===== src/logic/rmlb_pkg.sv =====
// Purpose: Shared constants and types for repeater maintenance loopback
// Assumes: 10 MHz reference clock, one clock domain
// Notes:   Message codes and register layouts are local choices
package rmlb_pkg;

    // ==============================================================
    // Timing
    localparam int unsigned DEACT_TIME_MS  = 2000;
    localparam int unsigned CLK_HZ         = 10000000;
    localparam int unsigned DEACT_CYCLES   = DEACT_TIME_MS * (CLK_HZ / 1000);

    // ==============================================================
    // Addresses and message codes
    localparam logic [1:0] ADDR_REPEATER   = 2'h2;
    localparam logic [1:0] ADDR_NET_TERM   = 2'h3;
    localparam logic [3:0] MSG_LOOP_REQ    = 4'h1;
    localparam logic [3:0] MSG_RESTORE     = 4'h2;
    localparam logic [3:0] MSG_WAIT_REPLY  = 4'h3;
    localparam logic [3:0] MSG_STATUS_REQ  = 4'h4;
    localparam logic [3:0] MSG_STATUS_RSP  = 4'h5;
    localparam logic [3:0] MSG_CFG_WR      = 4'h6;
    localparam logic [3:0] MSG_ACK         = 4'h7;

    // ==============================================================
    // Overhead indicator bit positions
    localparam int unsigned OH_W           = 8;
    localparam int unsigned OH_PRESENCE    = 0;
    localparam int unsigned OH_REP_ALARM   = 1;
    localparam int unsigned OH_RX_BLK_ERR  = 2;
    localparam int unsigned OH_CUST_BLK_ERR = 3;
    localparam int unsigned OH_RT_ALARM    = 4;
    localparam int unsigned OH_PWR_ONE     = 5;
    localparam int unsigned OH_PWR_TWO     = 6;
    localparam int unsigned OH_APP_LOSS    = 7;
    localparam logic [7:0]  OH_LOCAL_MASK  = 8'h0F;

    // ==============================================================
    // Controller registers
    localparam logic [3:0] REG_CTRL        = 4'h0;
    localparam logic [3:0] REG_STATUS      = 4'h4;
    localparam logic [3:0] REG_RSP         = 4'h8;
    localparam logic [3:0] REG_CFG         = 4'hC;
    localparam logic [7:0] CFG_RESET       = 8'h00;

    typedef enum logic [0:0] {RMLB_DIR_NONE, RMLB_DIR_BUSY} rmlb_dummy_t;

endpackage


===== src/logic/rmlb_if.sv =====
// Purpose: Link between line termination controller and repeater
// Assumes: Both ends on ref_clk_in
// Notes:   Messages are one-cycle strobes with address, code and data
`timescale 1ns/1ns
interface rmlb_if;
    logic       dn_msg_vld;
    logic [1:0] dn_msg_addr;
    logic [3:0] dn_msg_code;
    logic [7:0] dn_msg_data;
    logic       up_msg_vld;
    logic [1:0] up_msg_addr;
    logic [3:0] up_msg_code;
    logic [7:0] up_msg_data;
    logic       startup_tx;
    logic       line_active;
    logic [7:0] dn_oh_bits;
    logic [7:0] up_oh_bits;
    logic       path_id_valid;

    modport line_term (
        output dn_msg_vld, dn_msg_addr, dn_msg_code, dn_msg_data,
        output startup_tx, dn_oh_bits,
        input  up_msg_vld, up_msg_addr, up_msg_code, up_msg_data,
        input  line_active, up_oh_bits, path_id_valid
    );
    modport rep (
        input  dn_msg_vld, dn_msg_addr, dn_msg_code, dn_msg_data,
        input  startup_tx, dn_oh_bits,
        output up_msg_vld, up_msg_addr, up_msg_code, up_msg_data,
        output line_active, up_oh_bits, path_id_valid
    );
endinterface


===== src/logic/rmlb_persist.sv =====
// Purpose: Qualifies a fault level that must persist a set time
// Assumes: Input already synchronised
// Notes:   Output rises after LIMIT consecutive cycles high
`timescale 1ns/1ns
module rmlb_persist #(
    parameter int unsigned LIMIT = 20000000
) (
    input  wire logic ref_clk_in,    // Clock
    input  wire logic rst_in,        // Async reset
    input  wire logic level_in,      // Fault level
    output logic      persist_out    // Fault persisted
);
    typedef struct packed {
        logic [31:0] cnt;
        logic        hit;
    } rmlb_pst_t;

    rmlb_pst_t st_ff;
    rmlb_pst_t nxt_st;

    always_comb begin
        nxt_st = st_ff;
        if (!level_in) begin
            nxt_st.cnt = 32'h0;
            nxt_st.hit = 1'b0;
        end else if (st_ff.cnt >= LIMIT - 1) begin
            nxt_st.hit = 1'b1;
        end else begin
            nxt_st.cnt = st_ff.cnt + 32'h1;
        end
    end

    always_ff @(posedge ref_clk_in or posedge rst_in) begin
        if (rst_in) begin
            st_ff <= '0;
        end else begin
            st_ff <= nxt_st;
        end
    end

    assign persist_out = st_ff.hit;
endmodule


===== src/logic/rmlb_repeater.sv =====
// Purpose: Repeater maintenance control with network-side loopback
// Assumes: Fault and alarm pins are asynchronous; messages synchronous
// Notes:   Principal file; uses rmlb_persist for the deactivation delay
`timescale 1ns/1ns
module rmlb_repeater #(
    parameter int unsigned DEACT_CYCLES = rmlb_pkg::DEACT_CYCLES,
    parameter bit          APP_BITS_EN  = 1'b0
) (
    input  wire logic ref_clk_in,        // Clock
    input  wire logic rst_in,            // Async reset
    rmlb_if.rep       lnk,               // Line side link
    input  wire logic net_fault_in,      // Line side loss/align fault
    input  wire logic cust_fault_in,     // Customer side loss/align fault
    input  wire logic int_fail_in,       // Internal failure
    input  wire logic pwr_fail_one_in,   // Power source one failed
    input  wire logic pwr_fail_two_in,   // Power source two failed
    input  wire logic app_loss_in,       // Application signal loss
    input  wire logic rx_blk_err_in,     // Local receive block error
    input  wire logic cust_blk_err_in,   // Local customer block error
    input  wire logic [7:0] cust_oh_in,  // Bits from network unit side
    output logic      net_side_on_out,   // Line side transceiver on
    output logic      cust_side_on_out,  // Customer side transceiver on
    output logic      cust_reset_out,    // Customer transceiver reset
    output logic      loop_closed_out,   // Loopback active
    output logic      fwd_to_ntu_out,    // Forwarding toward network unit
    output logic [7:0] cfg_out           // Configuration register
);
    typedef struct packed {
        logic [5:0] sync_a;
        logic [5:0] sync_b;
        logic       net_on;
        logic       cust_on;
        logic       cust_rst;
        logic       loop;
        logic [7:0] cfg;
        logic       rsp_vld;
        logic [1:0] rsp_addr;
        logic [3:0] rsp_code;
        logic [7:0] rsp_data;
        logic [7:0] up_oh;
    } rmlb_rep_t;

    rmlb_rep_t st_ff;
    rmlb_rep_t nxt_st;
    logic      fault_lvl;
    logic      fault_hit;
    logic [7:0] status;
    logic [7:0] local_oh;
    logic [7:0] term_oh;

    // ==============================================================
    // Fault qualification
    // Both line faults share one timer; either one drops both sides
    assign fault_lvl = st_ff.sync_b[0] | st_ff.sync_b[1];

    rmlb_persist #(.LIMIT(DEACT_CYCLES)) u_persist (
        .ref_clk_in  (ref_clk_in),
        .rst_in      (rst_in),
        .level_in    (fault_lvl),
        .persist_out (fault_hit)
    );

    always_comb begin
        local_oh = 8'h00;
        local_oh[rmlb_pkg::OH_PRESENCE]     = st_ff.net_on;
        local_oh[rmlb_pkg::OH_REP_ALARM]    = st_ff.sync_b[2];
        local_oh[rmlb_pkg::OH_RX_BLK_ERR]   = rx_blk_err_in;
        local_oh[rmlb_pkg::OH_CUST_BLK_ERR] = cust_blk_err_in;
        // terminal indicator bits
        // Application bits only where the APP_BITS_EN parameter enables them
        term_oh = 8'h00;
        term_oh[rmlb_pkg::OH_PWR_ONE] = st_ff.sync_b[3];
        term_oh[rmlb_pkg::OH_PWR_TWO] = st_ff.sync_b[4];
        term_oh[rmlb_pkg::OH_APP_LOSS] = st_ff.sync_b[5] & APP_BITS_EN;
        status = {4'h0, st_ff.loop, st_ff.cust_on, st_ff.net_on,
                  st_ff.sync_b[2]};
    end

    // ==============================================================
    // Control
    always_comb begin
        nxt_st = st_ff;
        nxt_st.sync_a = {app_loss_in, pwr_fail_two_in, pwr_fail_one_in,
                         int_fail_in, cust_fault_in, net_fault_in};
        nxt_st.sync_b = st_ff.sync_a;
        nxt_st.rsp_vld = 1'b0;
        nxt_st.cust_rst = 1'b0;
        if (lnk.dn_msg_vld) begin
            if (lnk.dn_msg_addr == rmlb_pkg::ADDR_REPEATER) begin
                case (lnk.dn_msg_code)
                    rmlb_pkg::MSG_LOOP_REQ: begin
                        nxt_st.loop = 1'b1;
                        nxt_st.cust_rst = 1'b1;
                        nxt_st.rsp_vld = 1'b1;
                        nxt_st.rsp_code = rmlb_pkg::MSG_ACK;
                    end
                    rmlb_pkg::MSG_RESTORE: begin
                        nxt_st.loop = 1'b0;
                        nxt_st.cust_on = 1'b0;
                        nxt_st.rsp_vld = 1'b1;
                        nxt_st.rsp_code = rmlb_pkg::MSG_ACK;
                    end
                    rmlb_pkg::MSG_STATUS_REQ: begin
                        nxt_st.rsp_vld = 1'b1;
                        nxt_st.rsp_code = rmlb_pkg::MSG_STATUS_RSP;
                    end
                    rmlb_pkg::MSG_CFG_WR: begin
                        nxt_st.cfg = lnk.dn_msg_data;
                        nxt_st.rsp_vld = 1'b1;
                        nxt_st.rsp_code = rmlb_pkg::MSG_ACK;
                    end
                    default: begin
                        nxt_st.rsp_vld = 1'b0;
                    end
                endcase
            end else if (st_ff.loop) begin
                nxt_st.rsp_vld = 1'b1;
                nxt_st.rsp_code = rmlb_pkg::MSG_WAIT_REPLY;
            end
        end
        nxt_st.rsp_addr = rmlb_pkg::ADDR_REPEATER;
        nxt_st.rsp_data = status;
        // restart customer link
        // Waits for a quiet channel so a new request wins
        if (!st_ff.loop && st_ff.net_on && !st_ff.cust_on &&
            !nxt_st.loop && !lnk.dn_msg_vld) begin
            nxt_st.cust_on = 1'b1;
        end
        if (!st_ff.net_on && lnk.startup_tx && !fault_lvl) begin
            nxt_st.net_on = 1'b1;
        end
        if (fault_hit) begin
            nxt_st.net_on = 1'b0;
            nxt_st.cust_on = 1'b0;
            nxt_st.loop = 1'b0;
        end
        if (st_ff.loop) begin
            nxt_st.up_oh = (lnk.dn_oh_bits & ~rmlb_pkg::OH_LOCAL_MASK) |
                           (local_oh & rmlb_pkg::OH_LOCAL_MASK);
        end else begin
            // Terminal bits yield to the looped copy while closed
            nxt_st.up_oh = ((cust_oh_in | term_oh) &
                            ~rmlb_pkg::OH_LOCAL_MASK) |
                           (local_oh & rmlb_pkg::OH_LOCAL_MASK);
        end
    end

    always_ff @(posedge ref_clk_in or posedge rst_in) begin
        if (rst_in) begin
            st_ff <= '0;
        end else begin
            st_ff <= nxt_st;
        end
    end

    // ==============================================================
    // Outputs
    assign lnk.up_msg_vld    = st_ff.rsp_vld;
    assign lnk.up_msg_addr   = st_ff.rsp_addr;
    assign lnk.up_msg_code   = st_ff.rsp_code;
    assign lnk.up_msg_data   = st_ff.rsp_data;
    assign lnk.up_oh_bits    = st_ff.up_oh;
    assign lnk.line_active   = st_ff.net_on;
    // Path id valid whenever the far end sees a closed path
    assign lnk.path_id_valid = st_ff.net_on & (st_ff.loop | st_ff.cust_on);
    assign net_side_on_out   = st_ff.net_on;
    assign cust_side_on_out  = st_ff.cust_on;
    assign cust_reset_out    = st_ff.cust_rst;
    assign loop_closed_out   = st_ff.loop;
    assign fwd_to_ntu_out    = st_ff.cust_on | st_ff.loop;
    assign cfg_out           = st_ff.cfg;
endmodule


===== src/flat_wrapper.sv =====
// flat-port wrapper written by rule: the top's interface ports become plain ports
module rmlb_repeater_flat 
#(
    parameter int unsigned DEACT_CYCLES = rmlb_pkg::DEACT_CYCLES,
    parameter bit          APP_BITS_EN  = 1'b0
)
  (ref_clk_in, rst_in, net_fault_in, cust_fault_in, int_fail_in, pwr_fail_one_in, pwr_fail_two_in, app_loss_in, rx_blk_err_in, cust_blk_err_in, cust_oh_in, net_side_on_out, cust_side_on_out, cust_reset_out, loop_closed_out, fwd_to_ntu_out, cfg_out, lnk_dn_msg_vld, lnk_dn_msg_addr, lnk_dn_msg_code, lnk_dn_msg_data, lnk_startup_tx, lnk_dn_oh_bits, lnk_up_msg_vld, lnk_up_msg_addr, lnk_up_msg_code, lnk_up_msg_data, lnk_line_active, lnk_up_oh_bits, lnk_path_id_valid);
  rmlb_if lnk_i ();
  input  wire logic ref_clk_in;
  input  wire logic rst_in;
  input  wire logic net_fault_in;
  input  wire logic cust_fault_in;
  input  wire logic int_fail_in;
  input  wire logic pwr_fail_one_in;
  input  wire logic pwr_fail_two_in;
  input  wire logic app_loss_in;
  input  wire logic rx_blk_err_in;
  input  wire logic cust_blk_err_in;
  input  wire logic [7:0] cust_oh_in;
  output logic net_side_on_out;
  output logic cust_side_on_out;
  output logic cust_reset_out;
  output logic loop_closed_out;
  output logic fwd_to_ntu_out;
  output logic [7:0] cfg_out;
  input wire logic [$bits(lnk_i.dn_msg_vld)-1:0] lnk_dn_msg_vld;
  input wire logic [$bits(lnk_i.dn_msg_addr)-1:0] lnk_dn_msg_addr;
  input wire logic [$bits(lnk_i.dn_msg_code)-1:0] lnk_dn_msg_code;
  input wire logic [$bits(lnk_i.dn_msg_data)-1:0] lnk_dn_msg_data;
  input wire logic [$bits(lnk_i.startup_tx)-1:0] lnk_startup_tx;
  input wire logic [$bits(lnk_i.dn_oh_bits)-1:0] lnk_dn_oh_bits;
  output wire logic [$bits(lnk_i.up_msg_vld)-1:0] lnk_up_msg_vld;
  output wire logic [$bits(lnk_i.up_msg_addr)-1:0] lnk_up_msg_addr;
  output wire logic [$bits(lnk_i.up_msg_code)-1:0] lnk_up_msg_code;
  output wire logic [$bits(lnk_i.up_msg_data)-1:0] lnk_up_msg_data;
  output wire logic [$bits(lnk_i.line_active)-1:0] lnk_line_active;
  output wire logic [$bits(lnk_i.up_oh_bits)-1:0] lnk_up_oh_bits;
  output wire logic [$bits(lnk_i.path_id_valid)-1:0] lnk_path_id_valid;
  assign lnk_i.dn_msg_vld = lnk_dn_msg_vld;
  assign lnk_i.dn_msg_addr = lnk_dn_msg_addr;
  assign lnk_i.dn_msg_code = lnk_dn_msg_code;
  assign lnk_i.dn_msg_data = lnk_dn_msg_data;
  assign lnk_i.startup_tx = lnk_startup_tx;
  assign lnk_i.dn_oh_bits = lnk_dn_oh_bits;
  assign lnk_up_msg_vld = lnk_i.up_msg_vld;
  assign lnk_up_msg_addr = lnk_i.up_msg_addr;
  assign lnk_up_msg_code = lnk_i.up_msg_code;
  assign lnk_up_msg_data = lnk_i.up_msg_data;
  assign lnk_line_active = lnk_i.line_active;
  assign lnk_up_oh_bits = lnk_i.up_oh_bits;
  assign lnk_path_id_valid = lnk_i.path_id_valid;
  rmlb_repeater #(.DEACT_CYCLES(DEACT_CYCLES), .APP_BITS_EN(APP_BITS_EN)) u_core (.ref_clk_in(ref_clk_in), .rst_in(rst_in), .lnk(lnk_i), .net_fault_in(net_fault_in), .cust_fault_in(cust_fault_in), .int_fail_in(int_fail_in), .pwr_fail_one_in(pwr_fail_one_in), .pwr_fail_two_in(pwr_fail_two_in), .app_loss_in(app_loss_in), .rx_blk_err_in(rx_blk_err_in), .cust_blk_err_in(cust_blk_err_in), .cust_oh_in(cust_oh_in), .net_side_on_out(net_side_on_out), .cust_side_on_out(cust_side_on_out), .cust_reset_out(cust_reset_out), .loop_closed_out(loop_closed_out), .fwd_to_ntu_out(fwd_to_ntu_out), .cfg_out(cfg_out));
endmodule

===== config.mk =====
export PLATFORM = sky130hd
export DESIGN_NAME = rmlb_repeater_flat
export DESIGN_NICKNAME = d
export VERILOG_FILES = /design/src/logic/rmlb_pkg.sv /design/src/logic/rmlb_if.sv /design/src/logic/rmlb_persist.sv /design/src/logic/rmlb_repeater.sv /design/src/flat_wrapper.sv
export SDC_FILE = /design/constraint.sdc
export NUM_CORES = 1
export LEC_CHECK = 0
export BUFFER_PORTS_ARGS = -buffer_cell sky130_fd_sc_hd__buf_2
export CAP_MARGIN = 0
export CORE_UTILIZATION = 53
export DETAILED_ROUTE_END_ITERATION = 10
export PLACE_DENSITY = 0.9
export SETUP_SLACK_MARGIN = 0.3
export SYNTH_ARGS = -nofsm -noshare
export SYNTH_HDL_FRONTEND = slang
export SYNTH_SLANG_ARGS = --single-unit
export TNS_END_PERCENT = 10

===== constraint.sdc =====
create_clock -name ref_clk_in -period 2.4 [get_ports ref_clk_in]
set_input_delay 0.12 -clock ref_clk_in [delete_from_list [all_inputs] [get_ports ref_clk_in]]
set_output_delay 0.12 -clock ref_clk_in [all_outputs]
set_load 0.02 [all_outputs]

Word-level counts from Yosys, hierarchy flattened. Index checks and enable logic that the tools add are counted.

Register bits: 73. Latch bits: 0. Memory bits (writable): 0. Bits in read-only memories: 0. Bits of input ports: 42. Output and inout port bits: 38. Logic and storage cells: 72. Memories: 0.

Add/sub/neg operators: 1. $mul: 0. Divide/modulo/power cells: 0. Order comparisons: 1. Equal/unequal tests: 8. Shifts and indexed selects: 0. Mux-type cells: 20. Bitwise logic cells: 6. Reduce and logical (&&, ||, !) cells: 22.

Operators by type and width (number): 33-bit 2-to-1 mux (1); 32-bit by 1-bit adder with 32-bit output (second input constant) (1); 32-bit by 25-bit >= comparator with 1-bit output (second input constant) (1); 32-bit 2-to-1 mux (1); 8-bit 2-to-1 mux (2); 8-bit by 4-bit bitwise OR with 8-bit output (2); 12-bit 2-to-1 mux (1); 11-bit 2-to-1 mux (1); 1-bit 2-to-1 mux (9); 3-bit AND reduction (3); 3-bit nonzero test (3); 4-bit by 3-bit == test with 1-bit output (second input constant) (2); 4-bit 2-to-1 mux (2); 8-bit by 7-bit bitwise OR with 8-bit output (1); 4-bit one-hot mux with 2 select lines (1); 1-bit logical AND (6); 1-bit zero test (6); 4-bit by 1-bit == test with 1-bit output (second input constant) (1); 4-bit by 2-bit == test with 1-bit output (second input constant) (1); 2-bit nonzero test (2); 4-bit OR reduction (1); 3-bit != test (second input constant) (1); 3-bit OR reduction (1); 2-bit == test (second input constant) (1); other kinds (6) (7).

Longest topological paths before layout. Gate-level depths: netlist (run 1).

Depth in word-level cells: 10. Depth in mapped cells: 8. Depth with buffers taken out: 6.

Cells and area by module. Synthesis (run 1) repeated with hierarchy kept, for this count alone.

Cells, all modules: 316. Area, all modules: 3350.7 µm².

By module, submodules not included: rmlb_persist (instances 1, cells an instance 181, area each 1714.1 µm², seq. area each 825.8 µm²); rmlb_repeater (instances 1, cells an instance 135, area each 1636.6 µm², seq. area each 925.9 µm²).

Worst setup path after synthesis (run 1). OpenSTA, ideal clock, no wires.

Kind: register to register. Start: register u_core.u_persist.st_ff[28] in the netlist's numbering. End: register u_core.u_persist.st_ff[16] in the netlist's numbering. Library setup time: 0.140 ns. Data arrival time: 1.797 ns. Path slack: 0.463 ns. Stages on the path, launching flop included: 8. Buffers on the path: 2. Cell sequence: dfrtp_1 > nor4_1 > o211a_1 > nand2_1 > clkbuf_1 > clkbuf_1 > o311ai_0 > o41ai_1.

Word-level cells in the longest chain between the ends: 2.

Ends and longest elaborated chain: start, declared (RTL line rmlb_persist.sv:18) `rmlb_pst_t st_ff;`; start signal, assigned (RTL line rmlb_persist.sv:37) `st_ff <= nxt_st;`; 32-bit by 25-bit >= comparator with 1-bit output (RTL line rmlb_persist.sv:26) `end else if (st_ff.cnt >= LIMIT - 1) begin`; 2-bit != test (no source line).

Every way passes these cells. A chain may end at the register's enable or synchronous reset.

Final worst setup path (run 1).
Start: register u_core.u_persist.st_ff[15] in the netlist's numbering. End: register u_core.u_persist.st_ff[13] in the netlist's numbering.

The elaborated chain is that of the path after synthesis.

==> results.py, run 1 <==
metrics = {
    "status": {
        "status": "complete, but fails checks",
        "violations": "hold timing",
    },
    "power_and_ir_drop": {
        "switchingPower_uw": 735,
        "clockPowerShare_pct": 40.0,
        "fin_total_pwr_mw": 2.93,
        "switching_share_pct": 25.1,
        "pwr-share-comb_pct": 14.0,
        "internal_power_mw": 2.19,
        "ir_drop_v": 0.000680,
        "p_leak_nw": 1.82,
        "cellPowerDensity_nw_per_um2": 730,
        "seqPwrFrac_pct": 46.0,
    },
    "sta": {
        "finalCritPeriodShare_pct": 88.8,
        "worst_pin_slew_ns": 0.632,
        "slew_violations": 0,
        "holdWs_ns": -0.000200,
        "fin_skew_ns": 0.00928,
        "finalSetupTns_ns": 0,
        "timing.slew.headroom_pct": 57.7,
        "fin_crit_ns": 2.13,
        "setup_slack_ns": 0.269,
        "hold_viol_final": 1,
        "setup_viol": 0,
        "rsz0062_at_grt": "true",
        "fmax_mhz": 469,
    },
    "clocking": {
        "htree_levels": 3,
        "cts_root_buf": "clkbuf_8",
        "numCtsBuffers": 9,
        "clk_path_buf_depth": 2,
        "tritoncts": "done",
        "clock_sinks": 70,
        "clkTransAtPathRegs_ns": 0.07,
        "clk_latency_ns": 0.34,
    },
    "yosys": {
        "synth-warning-count": 0,
        "synth_top_area_cell": "dfrtp_1",
        "ys.flop_type": "dfrtp_1",
        "synth_edf_count": 0,
        "seq_area_frac_synth_pct": 53.2,
        "avgSynthCellArea_um2": 10.5,
        "netlist_instances": 313,
        "synth.ff_latch_count": 70,
        "synth_top_area_share_pct": 53.2,
        "netlist_top_cells_area": "dfrtp_1 53%, buf_4 7.8%, a21oi_1 3.5%",
        "synthArstFlopShare_pct": 100,
        "synthDistinctLibCells": 44,
        "synth_area_um2": 3290,
    },
    "detailed_routing": {
        "wirelength_um": 7640,
        "wl_per_cell_um": 16.7,
        "vias": 2726,
        "drt-pass1-iter-count": 5,
        "vias_per_cell": 5.98,
        "first_iter_violations": 307,
        "drc": 0,
        "ant_nets": 0,
    },
    "layout": {
        "antenna_cells": 0,
        "final_area_um2": 4010,
        "final_common_cell": "dfrtp_1",
        "fin_cells": 456,
        "fin_nets": 419,
        "drive_gt1_share_pct": 33.3,
        "final_cell_mix": "66 x dfrtp_1, 64 x buf_2, 22 x a21oi_1, 22 x nand2_1",
        "syn2layout_area_growth_pct": 21.8,
    },
    "critical_path": {
        "ff2ff_path_depth": 5,
        "cp-start-kind": "register",
        "cp.required_ns": 2.65,
        "crit_fanout": 27,
        "rrSetupSlack_ns": 0.27,
        "arrival_ns": 2.38,
        "timing.rr.start": "u_core.u_persist.st_ff[15]",
        "cp-end-kind": "register",
        "r2r-end": "u_core.u_persist.st_ff[13]",
        "setup.worst_path.class": "reg2reg",
    },
    "die": {
        "die_height_um": 80.8,
        "dieWidth_um": 80.8,
        "dieArea_um2": 6530,
        "core_um2": 5960,
        "start_util_pct": 55.3,
        "rows": 28,
        "pin_count": 80,
    },
    "worst_hold_path": {
        "min_to": "u_core.lnk.up_oh_bits[6]",
        "hp-start": "lnk_dn_oh_bits[6]",
        "whs_path_depth": 3,
        "hold_path_class": "in2reg",
    },
    "placed_design": {
        "dpl-instance-area_um2": 3480,
        "dp_hpwl_um": 4320,
        "place_congestion": 0.908,
        "dpl_worst_slack_ns": 0.245,
        "portBuffers": 64,
        "dp.cells": 420,
    },
    "global_route": {
        "grt_antenna_before_repair": 0,
        "grt_usage_pct": 21.7,
        "grt-ovfl-total": 0,
        "grt_max_degree": 36,
        "grt_pass1_vias": 2379,
        "grt_pass1_wl_um": 10700,
    },
    "job": {
        "max-cap-violations": 0,
    },
}
-- cell families (layout without fill, tap and decap cells) --
kind of cell               Yosys count  after routing  synth area share (%)
buffers and inverters               48            111                  9.65
DFF                                 70             70                  53.2
other                                2              7                 0.228
adders and majority gates            1              1                 0.380
muxes                               11             11                  3.72
AOI/OAI and AO/OA                   62             62                  12.3
and+or+nand+nor                    119            119                  20.5
-- timing repair --
| item | 4_1_cts | 5_1_grt |
|---|---|---|
| hold buffers | 12 | 1 |
| gates resized for setup | 3 | 17 |
| gates cloned | 0 | 0 |
| setup endpoints to repair | 7 | 16 |
| pin swaps | 0 | 6 |
| setup buffers | 0 | 7 |
| hold endpoints to repair | 32 | 1 |
-- area by class of cell --
type / instances / area, um^2
Clock inverter: 3 / 90.1
Tap cell: 75 / 93.8
Fill cell: 438 / 1950
Clock buffer: 13 / 159
Inverter: 3 / 11.3
Multi-Input combinational cell: 200 / 1330
Sequential cell: 70 / 1760
Timing Repair Buffer: 92 / 571
-- Yosys cell counts, types with 2 or more instances --
library cell,instances
o21ai_0,10
nand3b_1,2
and3_1,5
conb_1,2
o41ai_1,2
or4_1,15
a31o_2,2
o211ai_1,2
a21oi_1,23
mux2_2,10
nor4_1,3
nand2b_1,2
nor3_1,7
buf_4,34
nand2_1,23
dfrtp_1,70
or2_2,3
and2_1,11
nand4_1,14
o31ai_1,13
nand3_1,6
inv_1,3
nor2_1,15
or3_1,6
clkbuf_1,10
o21a_1,2
-- stage by stage --
| stage | hold WS, ns | utilization [%] |
|---|---|---|
| after floorplan | 0.151 | - |
| after global placement | 0.167 | 58.4 |
| after detailed placement | 0.170 | 58.4 |
| after CTS | 0.000840 | 64.8 |
| after global routing | 0.00268 | 67.3 |
| final | -0.000200 | 67.3 |
-- power groups by stage --
stage | sequential, mW | combinational (mW) | clock [mW]
4_1_cts | 1.34 | 0.400 | 1.19
5_1_grt | 1.36 | 0.453 | 1.25
3_5_place_dp | 1.36 | 0.381 | 0
6_report | 1.35 | 0.410 | 1.17
3_3_place_gp | 1.35 | 0.369 | 0
2_1_floorplan | 1.36 | 0.318 | 0
-- per-layer routing --
layer	GRT usage [%]	share of wire (%)
met1	26.4	39
met2	35.0	51
met3	6.97	8.2
met4	9.64	2.0
met5	0	0
-- how the worst max path moves through the flow --
stage | start | endpoint | depth (start not counted)
finish | u_core.u_persist.st_ff[15] | u_core.u_persist.st_ff[13] | 5
global route | u_core.u_persist.st_ff[1] | u_core.u_persist.st_ff[12] | 5
CTS | u_core.u_persist.st_ff[28] | u_core.u_persist.st_ff[13] | 6
detailed placement | u_core.u_persist.st_ff[1] | u_core.u_persist.st_ff[5] | 7
global placement | u_core.u_persist.st_ff[3] | u_core.u_persist.st_ff[22] | 5
floorplan | u_core.u_persist.st_ff[28] | u_core.u_persist.st_ff[16] | 7
-- worst max-delay path, cell delays in order, from the launching register on --
cell and delay (ns):
dfrtp_1 0.49, nor4_4 0.45, a311oi_4 0.17, buf_6 0.21
or4_1 0.49, a21oi_1 0.23
-- sequential cells by signal, indices dropped and copies added, names as in the netlist, 2 cells and up --
signal                  count
u_core.nxt_st               5
u_core.cfg_out              8
u_core.lnk.up_msg_code      3
u_core.lnk.up_oh_bits       8
u_core.st_ff                4
u_core.u_persist.st_ff     32
u_core.lnk.up_msg_data      2
Power figures use the tool's default switching activity.
==> inputs of run 2 (changes only) <==
SETUP_SLACK_MARGIN = 0.2   (was 0.3)
==> results.py, run 2 (synthesis results as in run 1) <==
metrics = {
    "status": {
        "status": "completed",
    },
    "detailed_routing": {
        "ant_nets": 0,
        "drt-pass1-iter-count": 7,
        "vias": 2640,
        "wl_per_cell_um": 15.2,
        "first_iter_violations": 301,
        "wirelength_um": 6850,
        "vias_per_cell": 5.85,
        "drc": 0,
    },
    "sta": {
        "finalCritPeriodShare_pct": 90.5,
        "slew_violations": 0,
        "finalSetupTns_ns": 0,
        "worst_pin_slew_ns": 0.607,
        "fin_skew_ns": 0.00808,
        "setup_viol": 0,
        "timing.slew.headroom_pct": 59.4,
        "hold_viol_final": 0,
        "fin_crit_ns": 2.17,
        "fmax_mhz": 460,
        "rsz0062_at_grt": "true",
    },
    "layout": {
        "fin_nets": 414,
        "top_register": "u_core.u_persist.st_ff",
        "final_cell_mix": "70 x dfrtp_1, 64 x buf_2, 23 x a21oi_1, 22 x nand2_1",
        "syn2layout_area_growth_pct": 18.8,
        "fin_cells": 451,
        "drive_gt1_share_pct": 30.3,
        "final_common_cell": "dfrtp_1",
        "antenna_cells": 0,
        "largest_reg_flops": 32,
        "final_area_um2": 3910,
        "post-route-util_pct": 65.7,
    },
    "placed_design": {
        "dp_hpwl_um": 4320,
        "place_congestion": 0.908,
        "dpl-instance-area_um2": 3480,
        "portBuffers": 64,
        "dp.cells": 420,
    },
    "power_and_ir_drop": {
        "seqPwrFrac_pct": 46.2,
        "switching_share_pct": 24.8,
        "pwr-share-comb_pct": 13.7,
        "cellPowerDensity_nw_per_um2": 742,
        "p_leak_nw": 1.77,
        "ir_drop_v": 0.000677,
        "switchingPower_uw": 719,
        "internal_power_mw": 2.18,
        "clockPowerShare_pct": 40.1,
    },
    "global_route": {
        "grt_max_degree": 36,
        "busiest_layer": "met2",
        "grt_usage_pct": 21.6,
        "met2_usage_pct": 34.7,
        "use_met3_pct": 7.19,
        "grt_antenna_before_repair": 0,
        "grt_pass1_vias": 2380,
        "grt-ovfl-total": 0,
        "grt_use_met1_pct": 26.3,
        "grt_pass1_wl_um": 10600,
    },
    "die": {
        "start_util_pct": 55.3,
        "rows": 28,
        "die_height_um": 80.8,
        "pin_count": 80,
        "dieWidth_um": 80.8,
        "dieArea_um2": 6530,
        "core_um2": 5960,
    },
    "critical_path": {
        "setup.worst_path.class": "reg2reg",
        "cp.required_ns": 2.66,
        "cp-start-kind": "register",
        "crit_fanout": 6,
        "arrival_ns": 2.43,
        "cp-end-kind": "register",
        "r2r-end": "u_core.u_persist.st_ff[5]",
        "timing.rr.start": "u_core.u_persist.st_ff[12]",
        "rrSetupSlack_ns": 0.23,
        "ff2ff_path_depth": 6,
    },
    "clocking": {
        "clk_path_buf_depth": 2,
        "htree_levels": 3,
        "numCtsBuffers": 9,
        "cts_root_buf": "clkbuf_8",
        "clkTransAtPathRegs_ns": 0.07,
        "tritoncts": "done",
        "clock_sinks": 70,
        "clk_latency_ns": 0.34,
    },
    "worst_hold_path": {
        "whs_path_depth": 3,
        "hold_path_class": "in2reg",
        "min_to": "u_core.lnk.up_oh_bits[6]",
        "hp-start": "lnk_dn_oh_bits[6]",
    },
    "job": {
        "max-cap-violations": 0,
    },
}
-- run 2: changes by cell type in the layout (fill, tap and decap cells not counted), sizes merged --
cell,delta
buf,-5
-- run 2: metal layers --
metal | share of wire (%) | wire length, um
met1 | 41 | 2800
met2 | 49 | 3360
met3 | 8.0 | 545
met4 | 2.0 | 140
met5 | 0 | 0
-- run 2: power groups by stage --
stage               clock [mW]  combinational (mW)  sequential (mW)
floorplan                    0               0.318             1.36
global placement             0               0.369             1.35
detailed placement           0               0.381             1.36
CTS                       1.19               0.400             1.34
global route              1.25               0.444             1.35
finish                    1.17               0.397             1.34
-- run 2: worst max path at each step --
stage / from / endpoint / slack [ns] / cells past startpoint
floorplan: u_core.u_persist.st_ff[28] / u_core.u_persist.st_ff[16] / 0.46 / 7
global placement: u_core.u_persist.st_ff[3] / u_core.u_persist.st_ff[22] / 0.32 / 5
detailed placement: u_core.u_persist.st_ff[1] / u_core.u_persist.st_ff[5] / 0.25 / 7
CTS: u_core.u_persist.st_ff[1] / u_core.u_persist.st_ff[5] / 0.22 / 7
global route: u_core.u_persist.st_ff[1] / u_core.u_persist.st_ff[5] / 0.15 / 7
finish: u_core.u_persist.st_ff[12] / u_core.u_persist.st_ff[5] / 0.23 / 6
-- run 2: critical path, cell delays in order (launching register included) --
cell	delay, ns
dfrtp_1	0.43
a21o_1	0.21
a211oi_1	0.36
a311oi_2	0.12
buf_4	0.19
or4b_2	0.61
a21oi_1	0.17
-- run 2: per-stage QoR --
step | hold WS (ns) | setup slack, ns | total power, mW
2_1_floorplan | 0.151 | 0.463 | 1.67
5_1_grt | 0.00288 | 0.155 | 3.04
3_5_place_dp | 0.170 | 0.245 | 1.74
4_1_cts | 0.000840 | 0.216 | 2.93
6_report | 0.0111 | 0.228 | 2.90
3_3_place_gp | 0.167 | 0.320 | 1.72
-- run 2: cell type report --
class,count,area [um^2]
tap,75,93.8
multi-input combinational,200,1280
timing repair buffer,87,529
inverter,3,11.3
clock buffer,13,159
sequential,70,1750
fill,460,2040
clock inverter,3,90.1
-- run 2: timing repair --
action / CTS / global route
gates resized for setup: 0 / 7
buffers inserted: 0 / 2
setup endpoints to repair: 0 / 15
hold buffers: 12 / 1
hold endpoints to repair: 32 / 1
==> inputs of run 3 (changes only) <==
ABC_AREA = 1   (was unset)
CORE_UTILIZATION = 55   (was 53)
PLACE_DENSITY = 0.91   (was 0.9)
==> results.py, run 3 <==
metrics = {
    "status": {
        "status": "complete, but fails checks",
        "violations": "DRC",
    },
    "sta": {
        "fin_skew_ns": 0.0122,
        "slew_violations": 0,
        "fmax_mhz": 498,
        "finalSetupTns_ns": 0,
        "setup_slack_ns": 0.393,
        "finalCritPeriodShare_pct": 83.6,
        "setup_viol": 0,
        "hold_viol_final": 0,
        "fin_crit_ns": 2.01,
        "rsz0062_at_grt": "false",
        "timing.slew.headroom_pct": 56.6,
        "worst_pin_slew_ns": 0.650,
    },
    "detailed_routing": {
        "wirelength_um": 8380,
        "first_iter_violations": 198,
        "vias_per_cell": 5.24,
        "ant_nets": 0,
        "wl_per_cell_um": 13.9,
        "vias": 3160,
        "drt-pass1-iter-count": 8,
        "drc": 13,
    },
    "layout": {
        "antenna_cells": 0,
        "final.fill_count": 486,
        "fin_nets": 564,
        "drive_gt1_share_pct": 24.1,
        "seq_area_um2": 1750,
        "top_register": "u_core.u_persist.st_ff",
        "final_cell_mix": "112 x nand2_1, 75 x nor2_1, 70 x dfrtp_1, 64 x buf_2, 43 x nand3_1",
        "syn2layout_area_growth_pct": 16.5,
        "post-route-util_pct": 67.5,
        "multiInputGateArea_um2": 1580,
        "final_common_cell": "nand2_1",
        "largest_reg_flops": 32,
    },
    "global_route": {
        "grt_usage_pct": 24.7,
        "grt_pass1_wl_um": 13900,
        "grt_pass1_vias": 3053,
        "busiest_layer": "met2",
        "grt_max_degree": 42,
        "met2_usage_pct": 42.5,
        "grt-ovfl-total": 0,
        "grt_antenna_before_repair": 0,
        "use_met3_pct": 6.10,
        "grt_use_met1_pct": 29.9,
    },
    "yosys": {
        "synthArstFlopShare_pct": 100,
        "avgSynthCellArea_um2": 8.20,
        "netlist_instances": 456,
        "ys.flop_type": "dfrtp_1",
        "synth_area_um2": 3740,
        "synth_top_area_cell": "dfrtp_1",
        "synth_edf_count": 0,
        "synth_common_cells": "112 x nand2_1, 75 x nor2_1, 70 x dfrtp_1",
        "synth.ff_latch_count": 70,
        "synth-warning-count": 0,
        "netlist_top_cells_area": "dfrtp_1 47%, nand2_1 11%, nor2_1 7.5%",
        "seq_area_frac_synth_pct": 46.8,
        "yosysMostFrequentCell": "nand2_1",
        "synth_top_area_share_pct": 46.8,
        "synthDistinctLibCells": 30,
    },
    "critical_path": {
        "arrival_ns": 2.25,
        "ff2ff_path_depth": 12,
        "crit_cells": 12,
        "r2r-end": "u_core.u_persist.st_ff[24]",
        "timing.rr.start": "u_core.u_persist.st_ff[1]",
        "critPathLaunch": "u_core.u_persist.st_ff[1]",
        "cp.required_ns": 2.64,
        "crit_top_cell": "nand2_2",
        "crit_fanout": 26,
        "cp-end-kind": "register",
        "crit_chain": "ha_2, inv_1, nor2_4, nand2_2, clkinv_2, nand2_2, nand2_2, nand2_4, nand2_8, nand2_8, nand2_1, nand2_1",
        "rrSetupSlack_ns": 0.39,
        "endpoint": "u_core.u_persist.st_ff[24]",
        "setup.worst_path.class": "reg2reg",
        "crit_family": "simple AND/OR/NAND/NOR gates",
        "slowest_delay_ns": 0.44,
        "cp.buffers_inverters": 2,
        "cp-start-kind": "register",
        "crit_slowest_cell": "dfrtp_1",
    },
    "clocking": {
        "clkTransAtPathRegs_ns": 0.08,
        "clk_latency_ns": 0.36,
        "cts_setup_buffers": 0,
        "clk_path_buf_depth": 2,
        "clock_sinks": 70,
        "numCtsBuffers": 9,
        "tritoncts": "done",
        "cts_root_buf": "clkbuf_8",
        "htree_levels": 3,
    },
    "die": {
        "rows": 29,
        "pin_count": 80,
        "core_um2": 6460,
        "die_height_um": 84.5,
        "dieWidth_um": 84.5,
        "dieArea_um2": 7130,
        "start_util_pct": 57.9,
    },
    "placed_design": {
        "dp_hpwl_um": 5290,
        "portBuffers": 64,
        "dpl_worst_slack_ns": 0.357,
        "place_congestion": 0.928,
    },
    "worst_hold_path": {
        "hp-start": "lnk_dn_msg_data[5]",
        "hold_path_class": "in2reg",
    },
    "power_and_ir_drop": {
        "fin_total_pwr_mw": 2.90,
        "cellPowerDensity_nw_per_um2": 665,
        "ir_drop_v": 0.000305,
        "p_leak_nw": 2.16,
    },
    "job": {
        "max-cap-violations": 0,
    },
}
-- run 3: layout make-up --
| class | count | area share (%) |
|---|---|---|
| Clock inverter | 7 | 2.41 |
| Clock buffer | 9 | 2.84 |
| Inverter | 37 | 3.22 |
| Sequential cell | 70 | 40.2 |
| Timing Repair Buffer | 88 | 13.0 |
| Multi-Input combinational cell | 315 | 36.1 |
| Tap cell | 77 | 2.21 |
-- run 3: repair_timing --
item | in CTS | in global routing
setup endpoints to repair | 0 | 16
hold buffers | 20 | 1
gates resized for setup | 0 | 1
endpoints found under the hold margin | 44 | 1
-- run 3: cell families after synthesis --
group                      share of synthesized area (%)
and+or+nand+nor                                     33.5
buffers and inverters                               11.6
DFF                                                 46.8
xor gates and xnor gates                            3.51
AOI/OAI and AO/OA                                   1.64
muxes                                               2.41
other                                              0.201
adders and majority gates                          0.335
-- run 3: through the flow --
| stage | instances | area [um^2] | hold slack, ns |
|---|---|---|---|
| 5_1_grt | 603 | 4360 | 0.00444 |
| 3_3_place_gp | 566 | 3920 | 0.220 |
| 3_5_place_dp | 566 | 3920 | 0.229 |
| 4_1_cts | 602 | 4350 | 0.00432 |
| 6_report | 603 | 4360 | 0.00987 |
| 2_1_floorplan | 461 | 3760 | 0.151 |
-- run 3: layer usage --
layer	vias to the layer above	routed length, um
li1	1519	-
met1	1476	3540
met2	144	4110
met3	21	533
met4	0	197
met5	-	0
-- run 3: how the worst min path moves through the flow --
stage	endpoint	slack (ns)	depth (start not counted)
global route	u_core.cfg_out[7]	0.004	2
CTS	u_core.cfg_out[0]	0.004	2
floorplan	u_core.lnk.up_oh_bits[2]	0.15	0
global placement	u_core.lnk.up_msg_addr[1]	0.22	2
finish	u_core.cfg_out[5]	0.01	2
detailed placement	u_core.cfg_out[2]	0.23	2
-- run 3: power breakdown --
group / switching, mW / leakage (nW) / internal [mW]
Sequential: 0.0761 / 0.895 / 1.27
Clock: 0.486 / 0.112 / 0.601
Combinational: 0.286 / 1.15 / 0.176
